[src/design/ffa_consts.vh]
// constants for the fault flag aggregation block
`ifndef FFA_CONSTS_VH
`define FFA_CONSTS_VH
// ==========================================================
// register byte addresses
`define FFA_A_MAIN      8'h00
`define FFA_A_PWR_FLAG  8'h04
`define FFA_A_CLK_FLAG  8'h08
`define FFA_A_LOG_FLAG  8'h0c
`define FFA_A_PWR_EN    8'h10
`define FFA_A_CLK_EN    8'h14
`define FFA_A_LOG_EN    8'h18
`define FFA_A_PWR_MASK  8'h1c
`define FFA_A_CLK_MASK  8'h20
`define FFA_A_LOG_MASK  8'h24
`define FFA_A_PIN_CFG   8'h28
`define FFA_A_PIN_MASK  8'h2c
`define FFA_A_PWM_DIV   8'h30
`define FFA_A_IRQ_STAT  8'h34
`define FFA_A_IRQ_MASK  8'h38
`define FFA_A_PIN_STATE 8'h3c
// ==========================================================
// field positions
`define FFA_MAIN_LO     7
`define FFA_MAIN_HI     14
`define FFA_MB_POWER    5
`define FFA_MB_CLOCK    6
`define FFA_MB_LOGIC    7
`define FFA_CFG_DIR     0
`define FFA_CFG_SRC     1
`define FFA_CFG_FMT_ACT 2
`define FFA_CFG_FMT_INA 3
`define FFA_CFG_POL     4
// ==========================================================
// reset values
`define FFA_FLAG_RST    8'hff
`define FFA_EN_RST      8'hff
`define FFA_MASK_RST    8'h00
`define FFA_CFG_RST     5'h00
`define FFA_DIV_RST     16'h00f9
`define FFA_IRQM_RST    8'hff
`define FFA_ZERO32      32'h0000_0000
`endif

[src/design/ffa_pwm.v]
// 50 percent duty square wave for the heartbeat format
module ffa_pwm (
  input  wire        i_clk,
  input  wire        i_rst,
  input  wire [15:0] i_half,
  output reg         o_wave
);
  reg [15:0] cnt_q;

  // ==========================================================
  // half period counter
  always @(posedge i_clk or posedge i_rst) begin
    if (i_rst) begin
      cnt_q  <= 16'h0000;
      o_wave <= 1'b0;
    end else if (cnt_q >= i_half) begin
      cnt_q  <= 16'h0000;
      o_wave <= ~o_wave;
    end else begin
      cnt_q  <= cnt_q + 16'h0001;
    end
  end
endmodule

[src/design/ffa_top.v]
// fault flag aggregation with alarm pin and apb registers
//
// Contract
// RQ1 - detailed flag reads 0 once its monitor detects, 1 when nothing latched
// RQ2 - group summary goes 0 while any unmasked detailed flag of group is 0
// RQ3 - host clears all detailed flags before returning a summary to 1
// RQ4 - writing 1 restores summary only when whole detailed register reads 1
// RQ5 - masked detailed flag never pulls its group summary to 0
// RQ6 - summary mask does not stop the detailed flag going 0
// RQ7 - disabled monitor reports nothing in detailed or summary flag
// RQ8 - summary mask 1 blocks flag, 0 lets it count, with monitor enabled
// RQ9 - pin 2 is alarm output when direction is 1 and source is 0
// RQ10 - alarm active while any unmasked main flag 14..7 reads 0
// RQ11 - alarm goes inactive at once when all main flags read 1
// RQ12 - polarity 0 makes alarm active low, 1 active high
// RQ13 - format 0 gives static levels for active and inactive state
// RQ14 - format 1 gives a 50 percent pwm heartbeat for that state
// RQ15 - each main flag has a pin mask bit that keeps it off the pin
// RQ16 - writing 0 to any flag leaves it; only detection drives 0
`include "ffa_consts.vh"
module ffa_top (
  input  wire        I_CLK,
  input  wire        I_RST,
  input  wire        I_PSEL,
  input  wire        I_PENABLE,
  input  wire        I_PWRITE,
  input  wire [7:0]  I_PADDR,
  input  wire [31:0] I_PWDATA,
  output reg  [31:0] O_PRDATA,
  output reg         O_PREADY,
  output reg         O_PSLVERR,
  input  wire [7:0]  I_POWER_DET,
  input  wire [7:0]  I_CLOCK_DET,
  input  wire [7:0]  I_LOGIC_DET,
  input  wire [4:0]  I_OTHER_DET,
  input  wire        I_GP_DATA,
  output reg         O_PIN2_O,
  output reg         O_PIN2_OE,
  output reg         O_IRQ
);

  // ==========================================================
  // state
  reg  [7:0]  pwr_flag_q;
  reg  [7:0]  clk_flag_q;
  reg  [7:0]  log_flag_q;
  reg  [7:0]  pwr_en_q;
  reg  [7:0]  clk_en_q;
  reg  [7:0]  log_en_q;
  reg  [7:0]  pwr_mask_q;
  reg  [7:0]  clk_mask_q;
  reg  [7:0]  log_mask_q;
  reg  [7:0]  main_q;
  reg  [4:0]  cfg_q;
  reg  [7:0]  pin_mask_q;
  reg  [15:0] div_q;
  reg  [7:0]  irq_stat_q;
  reg  [7:0]  irq_mask_q;
  reg         alarm_q;

  wire [7:0]  pwr_flag_d;
  wire [7:0]  clk_flag_d;
  wire [7:0]  log_flag_d;
  wire [7:0]  pwr_hit;
  wire [7:0]  clk_hit;
  wire [7:0]  log_hit;
  reg  [7:0]  main_d;
  wire [7:0]  irq_stat_d;
  wire        alarm_d;
  wire        heartbeat;
  reg         level_d;
  reg         oe_d;
  reg  [31:0] rdata_d;
  reg         err_d;

  // ==========================================================
  // apb decode
  wire        wr = I_PSEL & I_PENABLE & I_PWRITE & O_PREADY;
  wire [7:0]  wd = I_PWDATA[7:0];
  wire [7:0]  wmain = I_PWDATA[`FFA_MAIN_HI:`FFA_MAIN_LO];
  wire        wr_main = wr & (I_PADDR == `FFA_A_MAIN);
  wire        wr_pwr = wr & (I_PADDR == `FFA_A_PWR_FLAG);
  wire        wr_clk = wr & (I_PADDR == `FFA_A_CLK_FLAG);
  wire        wr_log = wr & (I_PADDR == `FFA_A_LOG_FLAG);
  wire        wr_irq = wr & (I_PADDR == `FFA_A_IRQ_STAT);

  // ==========================================================
  // detailed flags, one slice per bit
  genvar i;
  generate
    for (i = 0; i < 8; i = i + 1) begin : g_flag
      // disabled monitor holds flag at 1; detection beats a clear write
      assign pwr_flag_d[i] = ~pwr_en_q[i] |
        ((pwr_flag_q[i] | (wr_pwr & wd[i])) & ~I_POWER_DET[i]); // RQ1 RQ7 RQ16
      assign clk_flag_d[i] = ~clk_en_q[i] |
        ((clk_flag_q[i] | (wr_clk & wd[i])) & ~I_CLOCK_DET[i]); // RQ1 RQ7 RQ16
      assign log_flag_d[i] = ~log_en_q[i] |
        ((log_flag_q[i] | (wr_log & wd[i])) & ~I_LOGIC_DET[i]); // RQ1 RQ7 RQ16
      // summary contribution; mask does not touch the flag itself
      assign pwr_hit[i] = pwr_en_q[i] & ~pwr_flag_q[i] & ~pwr_mask_q[i]; // RQ5 RQ6 RQ8
      assign clk_hit[i] = clk_en_q[i] & ~clk_flag_q[i] & ~clk_mask_q[i]; // RQ5 RQ6 RQ8
      assign log_hit[i] = log_en_q[i] & ~log_flag_q[i] & ~log_mask_q[i]; // RQ5 RQ6 RQ8
    end
  endgenerate

  // ==========================================================
  // main status byte
  always @* begin
    // other faults: set to 0 by detection, write 1 restores
    main_d[4:0] = (main_q[4:0] | (wmain[4:0] & {5{wr_main}})) & ~I_OTHER_DET; // RQ16
    // summaries: restore only when the detailed register is all ones
    main_d[`FFA_MB_POWER] = ~(|pwr_hit) & (main_q[`FFA_MB_POWER] |
      (wr_main & wmain[`FFA_MB_POWER] & (&pwr_flag_q))); // RQ2 RQ4 RQ16
    main_d[`FFA_MB_CLOCK] = ~(|clk_hit) & (main_q[`FFA_MB_CLOCK] |
      (wr_main & wmain[`FFA_MB_CLOCK] & (&clk_flag_q))); // RQ2 RQ4 RQ16
    main_d[`FFA_MB_LOGIC] = ~(|log_hit) & (main_q[`FFA_MB_LOGIC] |
      (wr_main & wmain[`FFA_MB_LOGIC] & (&log_flag_q))); // RQ2 RQ4 RQ16
  end

  // ==========================================================
  // interrupt: sticky on a main flag falling, set wins over clear
  assign irq_stat_d = (irq_stat_q & ~(wd & {8{wr_irq}})) | (main_q & ~main_d);

  // ==========================================================
  // alarm pin
  assign alarm_d = |(~main_d & ~pin_mask_q); // RQ10 RQ11 RQ15

  always @* begin
    oe_d    = 1'b0;
    level_d = 1'b0;
    if (cfg_q[`FFA_CFG_DIR]) begin
      oe_d = 1'b1;
      if (cfg_q[`FFA_CFG_SRC]) begin
        level_d = I_GP_DATA;
      end else if (alarm_d) begin // RQ9
        if (cfg_q[`FFA_CFG_FMT_ACT]) begin
          level_d = heartbeat; // RQ14
        end else begin
          level_d = cfg_q[`FFA_CFG_POL]; // RQ12 RQ13
        end
      end else begin
        if (cfg_q[`FFA_CFG_FMT_INA]) begin
          level_d = heartbeat; // RQ14
        end else begin
          level_d = ~cfg_q[`FFA_CFG_POL]; // RQ12 RQ13
        end
      end
    end
  end

  ffa_pwm u_pwm (
    .i_clk  (I_CLK),
    .i_rst  (I_RST),
    .i_half (div_q),
    .o_wave (heartbeat)
  );

  // ==========================================================
  // read mux
  always @* begin
    rdata_d = `FFA_ZERO32;
    err_d   = 1'b0;
    case (I_PADDR)
      `FFA_A_MAIN:      rdata_d[`FFA_MAIN_HI:`FFA_MAIN_LO] = main_q;
      `FFA_A_PWR_FLAG:  rdata_d[7:0] = pwr_flag_q;
      `FFA_A_CLK_FLAG:  rdata_d[7:0] = clk_flag_q;
      `FFA_A_LOG_FLAG:  rdata_d[7:0] = log_flag_q;
      `FFA_A_PWR_EN:    rdata_d[7:0] = pwr_en_q;
      `FFA_A_CLK_EN:    rdata_d[7:0] = clk_en_q;
      `FFA_A_LOG_EN:    rdata_d[7:0] = log_en_q;
      `FFA_A_PWR_MASK:  rdata_d[7:0] = pwr_mask_q;
      `FFA_A_CLK_MASK:  rdata_d[7:0] = clk_mask_q;
      `FFA_A_LOG_MASK:  rdata_d[7:0] = log_mask_q;
      `FFA_A_PIN_CFG:   rdata_d[4:0] = cfg_q;
      `FFA_A_PIN_MASK:  rdata_d[7:0] = pin_mask_q;
      `FFA_A_PWM_DIV:   rdata_d[15:0] = div_q;
      `FFA_A_IRQ_STAT:  rdata_d[7:0] = irq_stat_q;
      `FFA_A_IRQ_MASK:  rdata_d[7:0] = irq_mask_q;
      `FFA_A_PIN_STATE: rdata_d[1:0] = {O_PIN2_O, alarm_q};
      default:          err_d = 1'b1;
    endcase
  end

  // ==========================================================
  // bus answer: one wait-free access phase after setup
  always @(posedge I_CLK or posedge I_RST) begin
    if (I_RST) begin
      O_PREADY  <= 1'b0;
      O_PSLVERR <= 1'b0;
      O_PRDATA  <= `FFA_ZERO32;
    end else begin
      O_PREADY  <= I_PSEL & ~I_PENABLE;
      O_PSLVERR <= I_PSEL & ~I_PENABLE & err_d;
      if (I_PSEL & ~I_PENABLE & ~I_PWRITE) begin
        O_PRDATA <= rdata_d;
      end
    end
  end

  // ==========================================================
  // flags and status
  always @(posedge I_CLK or posedge I_RST) begin
    if (I_RST) begin
      pwr_flag_q <= `FFA_FLAG_RST;
      clk_flag_q <= `FFA_FLAG_RST;
      log_flag_q <= `FFA_FLAG_RST;
      main_q     <= `FFA_FLAG_RST;
      irq_stat_q <= `FFA_MASK_RST;
      alarm_q    <= 1'b0;
      O_PIN2_O   <= 1'b0;
      O_PIN2_OE  <= 1'b0;
      O_IRQ      <= 1'b0;
    end else begin
      pwr_flag_q <= pwr_flag_d;
      clk_flag_q <= clk_flag_d;
      log_flag_q <= log_flag_d;
      main_q     <= main_d;
      irq_stat_q <= irq_stat_d;
      alarm_q    <= alarm_d; // RQ10 RQ11
      O_PIN2_O   <= level_d;
      O_PIN2_OE  <= oe_d; // RQ9
      O_IRQ      <= |(irq_stat_d & ~irq_mask_q);
    end
  end

  // ==========================================================
  // configuration registers
  always @(posedge I_CLK or posedge I_RST) begin
    if (I_RST) begin
      pwr_en_q   <= `FFA_EN_RST;
      clk_en_q   <= `FFA_EN_RST;
      log_en_q   <= `FFA_EN_RST;
      pwr_mask_q <= `FFA_MASK_RST;
      clk_mask_q <= `FFA_MASK_RST;
      log_mask_q <= `FFA_MASK_RST;
      cfg_q      <= `FFA_CFG_RST;
      pin_mask_q <= `FFA_MASK_RST;
      div_q      <= `FFA_DIV_RST;
      irq_mask_q <= `FFA_IRQM_RST;
    end else if (wr) begin
      case (I_PADDR)
        `FFA_A_PWR_EN:   pwr_en_q   <= wd;
        `FFA_A_CLK_EN:   clk_en_q   <= wd;
        `FFA_A_LOG_EN:   log_en_q   <= wd;
        `FFA_A_PWR_MASK: pwr_mask_q <= wd; // RQ8
        `FFA_A_CLK_MASK: clk_mask_q <= wd; // RQ8
        `FFA_A_LOG_MASK: log_mask_q <= wd; // RQ8
        `FFA_A_PIN_CFG:  cfg_q      <= I_PWDATA[4:0];
        `FFA_A_PIN_MASK: pin_mask_q <= wd; // RQ15
        `FFA_A_PWM_DIV:  div_q      <= I_PWDATA[15:0];
        `FFA_A_IRQ_MASK: irq_mask_q <= wd;
        default: begin
        end
      endcase
    end
  end

endmodule

[config.mk]
export PLATFORM = sky130hd
export DESIGN_NAME = ffa_top
export DESIGN_NICKNAME = d
export VERILOG_FILES = /design/src/design/ffa_pwm.v /design/src/design/ffa_top.v
export VERILOG_INCLUDE_DIRS = /design/src /design/src/design
export SDC_FILE = /design/constraint.sdc
export NUM_CORES = 1
export LEC_CHECK = 0
export BUFFER_PORTS_ARGS = -buffer_cell sky130_fd_sc_hd__buf_2
export CAP_MARGIN = 20
export CORE_MARGIN = 4
export CORE_UTILIZATION = 30
export DETAILED_ROUTE_END_ITERATION = 10
export PLACE_DENSITY = 0.47
export SLEW_MARGIN = 0
export SYNTH_ARGS = -nofsm -noshare
export SYNTH_HDL_FRONTEND = slang
export SYNTH_SLANG_ARGS = --single-unit
[constraint.sdc]
create_clock -name I_CLK -period 5.15 [get_ports I_CLK]
set_input_delay 1.03 -clock I_CLK [delete_from_list [all_inputs] [get_ports I_CLK]]
set_output_delay 1.03 -clock I_CLK [all_outputs]
set_load 0.02 [all_outputs]
==> PnR_summary.wiki <==
{| class="wikitable"
! Metric !! Value
|-
| Final Max Slew Viols || 0
|-
| Crit path launch type || input port
|-
| # resized after CTS || 0
|-
| DRT iter0 DRCs || about 580
|-
| Total number of yosys warnings || 0
|-
| Antenna violations before repair || 0
|-
| Crit path capture type || register
|-
| Clock buffers created by TritonCTS || 17
|-
| Worst-case clock skew || 0.0136 ns
|-
| Fraction of the yosys area taken by sequential cells || 50.3%
|-
| Fin cells || between 1000 and 1500
|-
| Cell count after placement || roughly 1200
|-
| Length of the first detailed-routing pass in iterations || 6
|-
| Combinational share of power || under 10%
|-
| Worst stage delay on the critical path || approximately 0.66 ns
|-
| Reg power frac || about 48%
|-
| Aggregate global-route resource usage || a little under a fifth
|-
| DR DRC count || 0
|-
| Fraction of layout instances using a drive strength above 1 || between 30% and 40%
|-
| Smallest hold slack || ~0.46 ns
|-
| Count of input and output buffers || 79
|-
| I/O pin total || approximately 110
|-
| Clock tree from TritonCTS || built
|-
| Static leakage || between 0.004 and 0.005 uW
|-
| Clock H-tree levels || 4
|-
| Pin slew with the least headroom to its limit || around 1.1 ns
|-
| Clock latency of the later-clocked register in the worst-skew pair || 0.43 ns
|-
| Arrival time of the worst setup path || roughly 3.9 ns
|-
| Post-synth top flop || sky130_fd_sc_hd__dfrtp_1
|-
| Wire length of the first global-routing pass || roughly 43 mm
|-
| Count of endpoints failing hold in the final timing report || 0
|-
| Synth-to-Final Area Change || 16.4%
|-
| Final clock period utilization by the worst path || slightly above 70%
|-
| Hold bufs inserted after CTS || 0
|-
| Rel. slew slack || about 27%
|-
| Shortest period the worst path allows || between 3 and 4 ns
|-
| Highest-count cells in the layout ignoring fill and taps || sky130_fd_sc_hd__dfrtp_1 (94), sky130_fd_sc_hd__mux2_2 (86), sky130_fd_sc_hd__buf_2 (79), sky130_fd_sc_hd__dfstp_2 (70), sky130_fd_sc_hd__inv_1 (51)
|-
| Starting utilization of the core area || a little under a third
|-
| Area of the core || ~0.027 mm^2
|-
| Sinks on the clock net || between 150 and 200
|-
| Leading cell type in the layout, fill and taps excluded || sky130_fd_sc_hd__dfrtp_1
|-
| WHS Path Cells || 2
|-
| X dimension of the die || approximately 170 um
|-
| Setup repair after global routing missed its margin || false
|-
| Pint || 2080 uW
|-
| Register bit count reported by yosys || approximately 160
|-
| Critical-path maximum fanout || 13
|-
| Final net count || between 900 and 1000
|-
| Via-per-instance ratio || roughly 5.3
|-
| Number of different library cells in the post-synthesis netlist || 61
|-
| Clock power share || a little under half
|-
| Max capacitance violation total || 0
|-
| Post-route antenna net violation count || 0
|-
| Clock root buffer || sky130_fd_sc_hd__clkbuf_16
|-
| Combined area of all synthesized cells || between 0.008 and 0.009 mm^2
|-
| Count of flip-flops with a built-in enable after synthesis || 0
|-
| Fin util || 35.7%
|-
| Maximum number of pins on one net before global-route repair || ~170
|-
| Setup TNS after final layout || 0 ns
|-
| Critical path start-end classification || in -> reg
|-
| Mean area per synthesized cell || approximately 11 um^2
|-
| Share of flip-flops with an asynchronous set or reset || 100%
|-
| CP Data Required Time || 5.46 ns
|-
| Average wire length per cell after detail routing || between 20 and 25 um
|-
| Via total after detailed routing || around 6500
|-
| IR drop worst, VDD || about 0.15 mV
|-
| Power per cell area || about 290 mW/mm^2
|-
| Setup repair bufs after CTS || 0
|-
| Final-report setup violation count || 0
|-
| CP max-delay cell || sky130_fd_sc_hd__nor4_2
|-
| Switching power total || about 690 uW
|-
| Row Count || 60
|-
| Net switching fraction of the power || roughly 25%
|-
| Clock transition at the registers of the reported paths || approximately 0.08 ns
|-
| Flop-to-flop setup slack || between 1.5 and 2 ns
|-
| Total routed wirelength || around 28 mm
|-
| Overall die area || between 0.03 and 0.04 mm^2
|-
| Gate count of the mapped netlist || 764
|-
| Maximum root-to-sink buffer count || 2
|-
| Number of cells traversed by the worst register-to-register path || 7
|-
| Hold Crit Class || reg -> reg
|-
| Final global-route overflow total || 0
|-
| Global placement routability congestion || between 0.9 and 1
|-
| Number of global-route vias before repair || roughly 6600
|-
| Maximum frequency from static timing analysis || approximately 0.28 GHz
|-
| Overall die height || 175 um
|-
| Cell chain of the critical path || buf_2 -> nor4_2 -> and3_1 -> a21oi_1 -> o41ai_2 -> nand4b_1 -> or3b_1 -> a31o_2
|-
| Result of the run || completed
|-
| Detail Placement HPWL || 21.0 mm
|}
-- power groups by stage --
stage | combinational [uW] | sequential, uW | clock [uW]
3_5_place_dp | 158 | 1340 | 0
5_1_grt | 171 | 1320 | 1380
4_1_cts | 158 | 1320 | 1330
6_report | 155 | 1320 | 1300
2_1_floorplan | 89.3 | 1340 | 0
3_3_place_gp | 158 | 1340 | 0
-- layout make-up --
cell class              instances  area [um^2]
clock inverters                14          151
flip-flops and latches        164         4190
well taps                     372          465
repair buffers                 87          468
fillers                      2741        17500
multi-input cells             523         3790
inverters                      52          199
clock buffers                  18          439
diodes                          1         2.50
-- sequential cells by signal (all words and copies together), names as in the netlist, 8 cells and up --
| register | flops |
|---|---|
| clk_mask_q | 8 |
| pin_mask_q | 8 |
| irq_stat_q | 8 |
| O_PRDATA | 16 |
| pwr_flag_q | 8 |
| log_en_q | 8 |
| log_mask_q | 8 |
| div_q | 16 |
| main_q | 8 |
| clk_flag_q | 8 |
| pwr_mask_q | 8 |
| clk_en_q | 8 |
| u_pwm.cnt_q | 16 |
| irq_mask_q | 8 |
| pwr_en_q | 8 |
| log_flag_q | 8 |
-- Yosys cell counts, drive strengths merged, types with 3 or more instances --
| cell type | count | area [um^2] |
|---|---|---|
| buf | 22 | 161 |
| nor2 | 45 | 169 |
| a21o | 10 | 75.1 |
| a21oi | 47 | 235 |
| nor3 | 9 | 56.3 |
| mux2 | 86 | 968 |
| nor3b | 10 | 75.1 |
| nor4 | 5 | 52.6 |
| a22oi | 25 | 188 |
| a222oi | 7 | 70.1 |
| o22ai | 3 | 18.8 |
| a211oi | 18 | 135 |
| a2111oi | 3 | 26.3 |
| clkbuf | 18 | 67.6 |
| or3b | 6 | 52.6 |
| nand4 | 12 | 75.1 |
| nor2b | 3 | 18.8 |
| nand2b | 6 | 37.5 |
| inv | 52 | 195 |
| dfstp | 70 | 1840 |
| a31oi | 5 | 31.3 |
| nand2 | 45 | 169 |
| mux2i | 4 | 40.0 |
| ha | 17 | 213 |
| xor2 | 8 | 70.1 |
| o21ai | 41 | 205 |
| and3 | 10 | 62.6 |
| nand3 | 20 | 100 |
| xnor2 | 6 | 52.6 |
| a22o | 20 | 175 |
| a221oi | 6 | 52.6 |
| o311ai | 5 | 43.8 |
| dfrtp | 94 | 2350 |
-- critical path, delay by kind of cell --
family	cells	cell delay [ns]
AO/OA/AOI/OAI	3	0.74
AND/OR/NAND/NOR	4	1.96
buffers and inverters	1	0.21
-- routing by layer --
layer / share of wire [%] / vias up / global-route usage [%]
met5: 0 / - / 0
met3: 6.4 / 44 / 3.81
met2: 44 / 241 / 28.1
met1: 47 / 3305 / 26.6
met4: 2.4 / 0 / 5.24
li1: - / 2957 / -
-- worst paths after layout --
check	from	to
worst max-delay path	I_PADDR[5]	O_PIN2_O
worst min-delay path	O_PRDATA[15]	O_PRDATA[15]
worst max register to register	O_PREADY	O_PIN2_O
worst min register to register	O_PRDATA[15]	O_PRDATA[15]
max in group asynchronous	I_RST	pwr_mask_q[4]
min in group asynchronous	I_RST	O_PREADY
-- cell families (layout without fill, tap and decap cells) --
group / after synthesis / count (layout) / synth area share (%)
flip-flops: 164 / 164 / 50.3
AND/OR/NAND/NOR: 181 / 181 / 11.4
XOR/XNOR: 14 / 14 / 1.47
multiplexers: 92 / 92 / 12.6
adder cells (fa/ha/maj): 17 / 17 / 2.55
other: 1 / 17 / 0.0450
AO/OA/AOI/OAI: 203 / 203 / 16.5
buffers and inverters: 92 / 171 / 5.09
-- metrics by stage --
step | setup slack, ns | total power (uW) | area [um^2]
after global placement | 1.28 | 1500 | 9110
after CTS | 1.60 | 2810 | 9700
after floorplan | 1.97 | 1430 | 8400
final | 1.52 | 2770 | 9700
after detailed placement | 1.18 | 1500 | 9110
after global routing | 1.40 | 2870 | 9700
Power figures use the tool's default switching activity.
